File: config.mk
export PLATFORM = sky130hd
export DESIGN_NAME = srh_sram_host
export DESIGN_NICKNAME = d
export VERILOG_FILES = /design/src/srh_pkg.sv /design/src/srh_sync_if.sv /design/src/srh_pin_sync.sv /design/src/srh_sram_host.sv
export VERILOG_INCLUDE_DIRS = /design/src
export SDC_FILE = /design/constraint.sdc
export NUM_CORES = 1
export LEC_CHECK = 0
export BUFFER_PORTS_ARGS = -buffer_cell sky130_fd_sc_hd__buf_2
export CAP_MARGIN = 25
export CORE_MARGIN = 1
export CORE_UTILIZATION = 54
export DETAILED_ROUTE_END_ITERATION = 7
export GPL_TIMING_DRIVEN = 0
export PLACE_DENSITY = 0.79
export RECOVER_POWER = 100
export SLEW_MARGIN = 30
export SYNTH_ARGS = -nofsm -noshare
export SYNTH_HDL_FRONTEND = slang
export SYNTH_SLANG_ARGS = --single-unit
File: constraint.sdc
create_clock -name ref_clk -period 2.5 [get_ports ref_clk]
set_clock_uncertainty 0.15 [all_clocks]
set_input_delay 0.125 -clock ref_clk [delete_from_list [all_inputs] [get_ports ref_clk]]
set_output_delay 0.125 -clock ref_clk [all_outputs]
set_load 0.05 [all_outputs]
File: src/srh_defs.svh
// timing and width constants for the asynchronous static memory host
`ifndef SRH_DEFS_SVH
`define SRH_DEFS_SVH

`define SRH_ADDR_W 13
`define SRH_DATA_W 8
`define SRH_SYNC_STAGES 2

`define SRH_CLK_NS 25
`define SRH_T_WC_NS 15
`define SRH_T_WP_NS 10
`define SRH_T_AA_NS 15
`define SRH_T_HZ_NS 7
`define SRH_T_RC_NS 15

`define SRH_CYC(ns) (((ns) + `SRH_CLK_NS - 1) / `SRH_CLK_NS)
`define SRH_WP_CYC `SRH_CYC(`SRH_T_WP_NS)
`define SRH_AA_CYC `SRH_CYC(`SRH_T_AA_NS)
`define SRH_HZ_CYC `SRH_CYC(`SRH_T_HZ_NS)
`define SRH_RC_CYC `SRH_CYC(`SRH_T_RC_NS)
`define SRH_RD_HOLD_CYC (`SRH_AA_CYC + `SRH_SYNC_STAGES)

`endif

File: src/srh_pkg.sv
// types shared by the memory host and its pin synchroniser
`include "srh_defs.svh"
`default_nettype none
package srh_pkg;
    typedef logic [`SRH_ADDR_W-1:0] srh_addr_type;
    typedef logic [`SRH_DATA_W-1:0] srh_data_type;

    typedef enum logic [7:0] {
        SRH_IDLE = 8'h01,
        SRH_WSET = 8'h02,
        SRH_WPUL = 8'h04,
        SRH_WEND = 8'h08,
        SRH_RACC = 8'h10,
        SRH_TURN = 8'h20,
        SRH_RET = 8'h40,
        SRH_RREC = 8'h80
    } srh_state_type;

    typedef struct packed {
        srh_data_type d1;
        srh_data_type d2;
        logic s1;
        logic s2;
    } srh_sync_type;

    typedef struct packed {
        srh_state_type st;
        logic [3:0] cnt;
        srh_addr_type addr;
        srh_data_type dout;
        logic doe;
        logic csN;
        logic csHi;
        logic weN;
        logic oeN;
        logic ready;
        logic rspValid;
        srh_data_type rspData;
        logic ret;
    } srh_host_type;
endpackage
`default_nettype wire

File: src/srh_sync_if.sv
// raw pin levels in, synchronised levels out
`default_nettype none
interface srh_sync_if;
    import srh_pkg::*;
    srh_data_type dataRaw;
    logic supplyRaw;
    srh_data_type dataSync;
    logic supplyOkSync;
    modport syncer (input dataRaw, input supplyRaw, output dataSync, output supplyOkSync);
    modport user (output dataRaw, output supplyRaw, input dataSync, input supplyOkSync);
endinterface
`default_nettype wire

File: src/srh_pin_sync.sv
// two-flop synchroniser for data pins and supply-good level
`include "srh_defs.svh"
`default_nettype none
module srh_pin_sync (
    input wire logic ref_clk,
    input wire logic rst_b,
    input wire logic ce,
    srh_sync_if.syncer sif
);
    import srh_pkg::*;
    srh_sync_type q_r;
    srh_sync_type q_nxt;

    // first stage feeds only the second stage
    always_comb begin
        q_nxt = q_r;
        if (ce) begin
            q_nxt.d1 = sif.dataRaw;
            q_nxt.d2 = q_r.d1;
            q_nxt.s1 = sif.supplyRaw;
            q_nxt.s2 = q_r.s1;
        end
    end

    always_ff @(posedge ref_clk or negedge rst_b) begin
        if (!rst_b) begin
            q_r <= '0;
        end else begin
            q_r <= q_nxt;
        end
    end

    assign sif.dataSync = q_r.d2;
    assign sif.supplyOkSync = q_r.s2;
endmodule
`default_nettype wire

File: src/srh_sram_host.sv
// synchronous host driving an 8k x 8 asynchronous static memory
`include "srh_defs.svh"
`default_nettype none
module srh_sram_host (
    input wire logic ref_clk,
    input wire logic rst_b,
    input wire logic ce,
    input wire logic reqValid,
    input wire logic reqWrite,
    input wire srh_pkg::srh_addr_type reqAddr,
    input wire srh_pkg::srh_data_type reqWdata,
    output logic reqReady,
    output logic rspValid,
    output srh_pkg::srh_data_type rspData,
    input wire logic retReq,
    input wire logic supplyOk,
    output logic retActive,
    output srh_pkg::srh_addr_type addr_lines,
    output logic chip_select_n,
    output logic chip_select_hi,
    output logic write_strobe_n,
    output logic output_gate_n,
    input wire srh_pkg::srh_data_type data_lines_in,
    output srh_pkg::srh_data_type data_lines_out,
    output logic data_lines_oe
);
    import srh_pkg::*;

    localparam logic [3:0] WpCnt = 4'(`SRH_WP_CYC - 1);
    localparam logic [3:0] RdCnt = 4'(`SRH_RD_HOLD_CYC - 1);
    localparam logic [3:0] HzCnt = 4'(`SRH_HZ_CYC - 1);
    localparam logic [3:0] RcCnt = 4'(`SRH_RC_CYC - 1);

    srh_sync_if sif ();
    assign sif.dataRaw = data_lines_in;
    assign sif.supplyRaw = supplyOk;

    srh_pin_sync u_sync (
        .ref_clk(ref_clk),
        .rst_b(rst_b),
        .ce(ce),
        .sif(sif)
    );

    srh_host_type q_r;
    srh_host_type q_nxt;

    always_comb begin
        q_nxt = q_r;
        q_nxt.rspValid = 1'b0;
        if (!ce) begin
            q_nxt = q_r;
        end else begin
            case (q_r.st)
                SRH_IDLE: begin
                    if (reqValid && q_r.ready) begin
                        // address set with select, strobes registered
                        q_nxt.ready = 1'b0;
                        q_nxt.addr = reqAddr;
                        q_nxt.csN = 1'b0;
                        q_nxt.csHi = 1'b1;
                        if (reqWrite) begin
                            // gate already high a cycle or more, so bus is ours
                            q_nxt.dout = reqWdata;
                            q_nxt.doe = 1'b1;
                            q_nxt.st = SRH_WSET;
                        end else begin
                            q_nxt.oeN = 1'b0; // gate opened only with strobe high
                            q_nxt.cnt = RdCnt;
                            q_nxt.st = SRH_RACC;
                        end
                    end else if (retReq) begin
                        // memory already deselected here
                        q_nxt.ready = 1'b0;
                        q_nxt.ret = 1'b1;
                        q_nxt.st = SRH_RET;
                    end
                end
                SRH_WSET: begin
                    // select a cycle ahead of strobe keeps memory pins released
                    q_nxt.weN = 1'b0;
                    q_nxt.cnt = WpCnt; // strobe low rounded up to whole cycles
                    q_nxt.st = SRH_WPUL;
                end
                SRH_WPUL: begin
                    if (q_r.cnt == 4'h0) begin
                        q_nxt.weN = 1'b1;
                        q_nxt.st = SRH_WEND;
                    end else begin
                        q_nxt.cnt = q_r.cnt - 4'h1;
                    end
                end
                SRH_WEND: begin
                    // data and address held one cycle past strobe rise
                    q_nxt.csN = 1'b1;
                    q_nxt.csHi = 1'b0;
                    q_nxt.doe = 1'b0;
                    q_nxt.ready = 1'b1;
                    q_nxt.st = SRH_IDLE;
                end
                SRH_RACC: begin
                    // strobes held through access time plus the two sync stages
                    if (q_r.cnt == 4'h0) begin
                        q_nxt.rspData = sif.dataSync;
                        q_nxt.rspValid = 1'b1;
                        q_nxt.oeN = 1'b1;
                        q_nxt.csN = 1'b1;
                        q_nxt.csHi = 1'b0;
                        q_nxt.cnt = HzCnt;
                        q_nxt.st = SRH_TURN;
                    end else begin
                        q_nxt.cnt = q_r.cnt - 4'h1;
                    end
                end
                SRH_TURN: begin
                    // wait out memory turn-off before any write may drive
                    if (q_r.cnt == 4'h0) begin
                        q_nxt.ready = 1'b1;
                        q_nxt.st = SRH_IDLE;
                    end else begin
                        q_nxt.cnt = q_r.cnt - 4'h1;
                    end
                end
                SRH_RET: begin
                    if (!retReq && sif.supplyOkSync) begin
                        q_nxt.cnt = RcCnt;
                        q_nxt.st = SRH_RREC;
                    end
                end
                SRH_RREC: begin
                    // one read cycle of recovery after supply returns
                    if (q_r.cnt == 4'h0) begin
                        q_nxt.ret = 1'b0;
                        q_nxt.ready = 1'b1;
                        q_nxt.st = SRH_IDLE;
                    end else begin
                        q_nxt.cnt = q_r.cnt - 4'h1;
                    end
                end
                default: begin
                    // recover fully, else a stray state could leave requests blocked for good
                    q_nxt.st = SRH_IDLE;
                    q_nxt.ready = 1'b1;
                    q_nxt.ret = 1'b0;
                    q_nxt.csN = 1'b1;
                    q_nxt.csHi = 1'b0;
                    q_nxt.weN = 1'b1;
                    q_nxt.oeN = 1'b1;
                    q_nxt.doe = 1'b0;
                end
            endcase
        end
    end

    always_ff @(posedge ref_clk or negedge rst_b) begin
        if (!rst_b) begin
            q_r <= '{st: SRH_IDLE, cnt: 4'h0, addr: '0, dout: '0, doe: 1'b0, csN: 1'b1, csHi: 1'b0,
                     weN: 1'b1, oeN: 1'b1, ready: 1'b1, rspValid: 1'b0, rspData: '0, ret: 1'b0};
        end else begin
            q_r <= q_nxt;
        end
    end

    assign reqReady = q_r.ready;
    assign rspValid = q_r.rspValid;
    assign rspData = q_r.rspData;
    assign retActive = q_r.ret;
    assign addr_lines = q_r.addr;
    assign chip_select_n = q_r.csN;
    assign chip_select_hi = q_r.csHi;
    assign write_strobe_n = q_r.weN;
    assign output_gate_n = q_r.oeN;
    assign data_lines_out = q_r.dout;
    assign data_lines_oe = q_r.doe;
endmodule
`default_nettype wire

==> results.py, run 1 <==
metrics = {
    "outcome": {
        "status": "finished, violations left",
        "violations": "capacitance limit, slew limit",
    },
    "worst_hold_path": {
        "min_path_type": "input pin to register",
    },
    "drt": {
        "dr.pass1.iters": 4,
        "drt.antenna.violating_nets": 0,
        "drt-initial-drc-count": 137,
        "wl_per_cell_um": 15.7,
        "routed_via_density": 5.28,
        "wl_mm": 7.39,
        "route.vias.total": 2480,
        "post-route-drc-count": 0,
    },
    "die": {
        "ioPinCount": 73,
        "die-area_um2": 6460,
        "die-width_um": 80.4,
        "core_um2": 5920,
        "start_util_pct": 56.0,
        "dieHeight_um": 80.4,
        "row_count": 28,
    },
    "global_route": {
        "grt_start_max_net_pins": 41,
        "grt_first_pass_wirelength_mm": 12.0,
        "overflow": 0,
        "grt_use_total_pct": 25.0,
        "grt_pass1_vias": 2512,
        "antenna_found_initial": 0,
    },
    "critical_path": {
        "required_ps": 2570,
        "cp_num_buf_inv": 2,
        "cp.arrival_ps": 2480,
        "cp_slowest_cell": "nor4_4",
        "critPathLaunchType": "register",
        "path_cells": "buf_2 -> nor4_4 -> and4_1 -> and3_1 -> buf_2 -> mux2_2",
        "cpMostUsedCell": "buf_2",
        "path_max_fanout": 10,
        "slowest_delay_ps": 410,
        "worstSetupPathType": "register to register",
        "endpoint_kind": "register",
        "path_delay_family": "simple AND/OR/NAND/NOR gates",
    },
    "power_and_ir_drop": {
        "pwr_density_cell_nw_per_um2": 1220,
        "p_leak_nw": 2.04,
        "ir_drop_uv": 837,
    },
    "sta": {
        "min_period_ps": 2420,
        "tns_ps": 0,
        "setup_viol": 0,
        "rsz0062_at_grt": "true",
        "relSlewSlack_pct": -3.74,
        "worstMarginPinSlew_ps": 1560,
        "fmax_mhz": 414,
        "min_period_over_period_pct": 96.7,
        "hold_ws_ps": 139,
        "slew_viol_final": 28,
        "hold_viol": 0,
    },
    "cells_and_area": {
        "layout_common_cells": "dfrtp_1, clkbuf_1, buf_2, mux2_2",
        "final_common_cell": "dfrtp_1",
        "num_antenna_cells": 0,
        "drive_gt1_share_pct": 38.0,
        "final_util_pct": 72.0,
        "design_area_um2": 4260,
        "nNetsFinal": 430,
        "area_growth_pct": 28.5,
    },
    "clocking": {
        "path_clk_slew_ps": 70,
        "cts_sinks": 67,
        "clock_path_buffers": 2,
        "h-tree-depth": 3,
        "clock_latency_ps": 330,
        "cts_made_buffers": 9,
        "cts_tree": "done",
        "cts_root_buf": "clkbuf_8",
    },
    "placed_design": {
        "port_buffers": 71,
        "finalWeightedCongestion": 0.831,
        "place_hpwl_mm": 4.77,
        "placed_cell_area_um2": 3790,
    },
    "logic_synthesis": {
        "yosysTopAreaCell": "dfrtp_1",
        "yosysWarningCount": 0,
        "synth.top_cell.area_share_pct": 46.8,
        "syn-num-nets": 310,
        "synth_adder_area_share_pct": 0.377,
        "synth_cells": 273,
        "synth_top_flop_cell": "dfrtp_1",
        "yosys.area_share.simple_pct": 11.0,
        "synth_top_family_by_area": "multiplexers",
        "async_flop_share_pct": 100,
        "synth-edff-count": 0,
        "yosysSeqAreaShare_pct": 50.7,
        "synth_mux_area_share_pct": 20.0,
        "postSynthAreaPerCell_um2": 12.1,
        "ys_ff_latch": 67,
        "syn_area_um2": 3320,
        "synth_cell_type_count": 47,
        "synthXorXnorAreaFrac_pct": 1.32,
        "synthTopCellsByArea": "dfrtp_1, mux2_2, buf_4, dfstp_2, mux2_1",
        "synth_compound_gate_area_share_pct": 5.88,
    },
    "job": {
        "cap_violations": 1,
    },
}
cell families after synthesis:
family,Yosys count
buf+inv,54
simple gates,58
mux,58
fa+ha+maj,1
xor+xnor,5
flops,67
compound gates,30
state kept, by name, summed over array words and instances (netlist names):
register                 count
addr_lines                  13
q_r                         12
u_sync.q_r                   9
data_lines_out               8
rspData                      8
u_sync.sif.dataSync          8
chip_select_hi               1
chip_select_n                1
data_lines_oe                1
output_gate_n                1
reqReady                     1
retActive                    1
rspValid                     1
u_sync.sif.supplyOkSync      1
write_strobe_n               1
layer usage:
| layer | routed length, um | GRT usage (%) | vias to the layer above | part of all wire, % |
|---|---|---|---|---|
| met5 | 0 | 0 | - | 0 |
| met4 | 185 | 10.4 | 0 | 2.5 |
| met3 | 301 | 6.70 | 18 | 4.1 |
| met2 | 3960 | 43.1 | 71 | 54 |
| met1 | 2940 | 29.4 | 1214 | 40 |
| li1 | - | - | 1177 | - |
worst register-to-register path: stages, from the launching register on:
cell and delay, ps:
dfrtp_1 370, buf_2 190, nor4_4 410, and4_1 350
and3_1 200, buf_2 260, mux2_2 370
area by class of cell:
type                       instances  area (um2)
buffer                            43         315
multi-input combinational        152        1290
clock buffer                      10         138
fill                             440        1660
tap                               75        93.8
clock inverter                     3        17.5
sequential                        67        1680
timing repair buffer             109         688
inverter                          11        41.3
per-stage QoR:
| step | instances | power, mW | setup slack (ps) |
|---|---|---|---|
| 6_report | 470 | 5.19 | 83.6 |
| 5_1_grt | 470 | 5.48 | -29.6 |
| 4_1_cts | 466 | 5.17 | 30.9 |
| 3_5_place_dp | 420 | 4.36 | 68.5 |
| 3_3_place_gp | 419 | 4.28 | 80.5 |
| 2_1_floorplan | 273 | 3.83 | 248 |
Yosys cell counts, types with 7 or more instances:
| master | count |
|---|---|
| dfrtp_1 | 62 |
| nor2_1 | 12 |
| o31ai_1 | 7 |
| mux2_1 | 8 |
| buf_4 | 30 |
| inv_1 | 11 |
| mux2_2 | 39 |
worst paths after layout:
path | from | end | slack (ps) | depth (start not counted)
worst max-delay path | q_r[47] | rspData[3] | 80 | 6
worst min-delay path | reqValid | q_r[47] | 140 | 4
worst max register to register | q_r[47] | rspData[3] | 80 | 6
worst min register to register | chip_select_n | chip_select_n | 330 | 2
max in group asynchronous | rst_b | q_r[41] | 680 | 3
min in group asynchronous | rst_b | addr_lines[2] | 560 | 2
report_power, final:
part           internal [mW]  switching (mW)  leakage [nW]  total (mW)
logic                   1.00            1.78          1.12        2.79
registers               1.45           0.200         0.836        1.65
clock network          0.367           0.390        0.0799       0.757
total                   2.81            2.37          2.04        5.19
timing repair:
item | CTS | global route
hold buffers | 33 | 0
setup endpoints to repair | 0 | 20
setup buffers | 0 | 3
hold endpoints to repair | 97 | 0
gates resized for setup | 0 | 3
No activity file was read; power rests on OpenSTA's default activity.
==> run 2: changes to the inputs <==
--- a/config.mk
+++ b/config.mk
@@ -12,6 +12,7 @@
 export CORE_UTILIZATION = 54
 export DETAILED_ROUTE_END_ITERATION = 7
 export GPL_TIMING_DRIVEN = 0
+export MAX_ROUTING_LAYER = met4
 export PLACE_DENSITY = 0.79
 export RECOVER_POWER = 100
 export SLEW_MARGIN = 30
==> run 2 against run 1 <==
The flow now finishes without violations. Count of clock-buffer cells in the layout is 2 higher. Critical path depth rose by 4. Setup slack got worse by 1.8 ps. Utilization is 1.1 points higher. Critical path type unchanged. Final cell count is 1.3% higher. Clock power increased by 28%. Sequential share of layout area is 0.58 points lower. Fmax about the same. Routed wire length is 4.5% lower. Combinational power about the same. Power increased by 4.0%. Critical endpoint is now q_r[45]. Flip-flop and latch count unchanged.
==> results.py, run 2 (synthesized netlist as in run 1, its figures left out) <==
metrics = {
    "outcome": {
        "status": "finished, final reports clean",
    },
    "critical_path": {
        "cp_slowest_cell": "dfrtp_1",
        "slowest_delay_ps": 360,
        "r2r-start": "q_r[44]",
        "cp_num_buf_inv": 4,
        "cp-startpoint": "q_r[44]",
        "endpoint_kind": "register",
        "worstSetupPathType": "register to register",
        "reg2reg_to": "q_r[45]",
        "r2r_setup_slack_ps": 80,
        "path_delay_family": "simple AND/OR/NAND/NOR gates",
        "critPathLaunchType": "register",
        "required_ps": 2570,
        "r2r_cells": 10,
        "cp.arrival_ps": 2490,
        "path_max_fanout": 9,
        "path_cells": "buf_4 -> nor4_4 -> buf_4 -> and4_1 -> buf_6 -> nand2_4 -> o21ai_2 -> nand3b_1 -> buf_6 -> mux2_4",
    },
    "drt": {
        "drt.antenna.violating_nets": 0,
        "drt-initial-drc-count": 182,
        "route.vias.total": 2532,
        "wl_mm": 7.06,
        "dr.pass1.iters": 5,
        "post-route-drc-count": 0,
        "routed_via_density": 5.32,
        "wl_per_cell_um": 14.8,
    },
    "sta": {
        "min_period_over_period_pct": 96.7,
        "fmax_mhz": 414,
        "worstMarginPinSlew_ps": 1060,
        "rsz0062_at_grt": "true",
        "hold_ws_ps": 104,
        "slew_viol_final": 0,
        "hold_viol": 0,
        "tns_ps": 0,
        "setup_viol": 0,
        "min_period_ps": 2420,
        "relSlewSlack_pct": 29.2,
    },
    "global_route": {
        "grt_pass1_vias": 2432,
        "grt_start_max_net_pins": 49,
        "grt_first_pass_wirelength_mm": 11.3,
        "overflow": 0,
        "antenna_found_initial": 0,
        "grt_use_total_pct": 24.2,
    },
    "clocking": {
        "clock_path_buffers": 2,
        "cts_root_buf": "clkbuf_8",
        "cts_made_buffers": 9,
        "cts_sinks": 67,
        "clock_latency_ps": 340,
        "cts_tree": "done",
        "h-tree-depth": 3,
        "path_clk_slew_ps": 70,
    },
    "power_and_ir_drop": {
        "power.internal_mw": 3.04,
        "swShare_pct": 43.8,
        "p_leak_nw": 2.08,
        "p_clk_share_pct": 17.9,
        "ir_drop_uv": 837,
        "power_switching_mw": 2.36,
        "power.total_mw": 5.40,
        "pwr_density_cell_nw_per_um2": 1250,
        "p_seq_share_pct": 30.2,
        "p_comb_share_pct": 51.9,
    },
    "worst_hold_path": {
        "min_path_type": "input pin to register",
        "min-delay-start": "reqValid",
        "whs_path_depth": 4,
        "min_to": "q_r[47]",
    },
    "cells_and_area": {
        "num_antenna_cells": 0,
        "layout_common_cells": "dfrtp_1, clkbuf_1, buf_2, mux2_2, buf_4",
        "area_growth_pct": 30.4,
        "final_common_cell": "dfrtp_1",
        "drive_gt1_share_pct": 38.2,
        "nNetsFinal": 433,
        "largest_register_ffs": 13,
    },
    "placed_design": {
        "port_buffers": 71,
        "finalWeightedCongestion": 0.836,
        "place_hpwl_mm": 4.55,
    },
    "die": {
        "row_count": 28,
        "dieHeight_um": 80.4,
        "start_util_pct": 56.0,
        "ioPinCount": 73,
        "core_um2": 5920,
        "die-area_um2": 6460,
        "die-width_um": 80.4,
    },
    "job": {
        "cap_violations": 0,
    },
}
[run 2: repair_timing]
item	CTS	global route
setup endpoints to repair	0	22
hold buffers	33	0
hold endpoints to repair	95	0
buffers inserted	0	6
gates resized for setup	0	4
[run 2: power groups by stage]
stage               logic (mW)  clock network (mW)  registers [mW]
CTS                       2.75               0.987            1.63
global placement          2.66                   0            1.62
floorplan                 2.05                   0            1.78
finish                    2.80               0.968            1.63
detailed placement        2.70                   0            1.64
global route              2.99                1.03            1.67
[run 2: worst max-delay path by stage]
stage,endpoint,depth (start not counted),slack (ps)
global placement,q_r[45],9,70
global route,q_r[45],10,-20
detailed placement,q_r[45],9,50
CTS,q_r[45],9,10
finish,q_r[45],10,80
floorplan,q_r[43],9,250
[run 2: worst min-delay path, stage by stage]
cell     delay [ps]
buf_2            90
nand2_1         160
nand2_4         120
mux2i_1          60
[run 2: area by class of cell]
| cell class | instances | area, um2 |
|---|---|---|
| buffer | 43 | 318 |
| clock inverter | 4 | 73.8 |
| tap | 75 | 93.8 |
| inverter | 11 | 41.3 |
| timing repair buffer | 112 | 696 |
| multi-input combinational | 152 | 1290 |
| sequential | 67 | 1680 |
| fill | 420 | 1590 |
| clock buffer | 12 | 135 |
[run 2: metal layers]
layer	track usage (%)	wire (um)	up-vias
met1	28.2	2900	1239
met5	-	0	-
met2	39.8	3660	90
met3	4.09	296	18
li1	-	-	1185
met4	13.0	206	0
[run 2: per-stage QoR]
step / cell area, um2 / setup slack (ps) / utilization, % / instances
global route: 4330 / -18.4 / 73.1 / 476
CTS: 4340 / 12.4 / 73.2 / 469
floorplan: 3320 / 248 / - / 273
global placement: 3770 / 67.6 / 63.6 / 419
detailed placement: 3800 / 45.5 / 64.1 / 420
finish: 4330 / 81.8 / 73.1 / 476
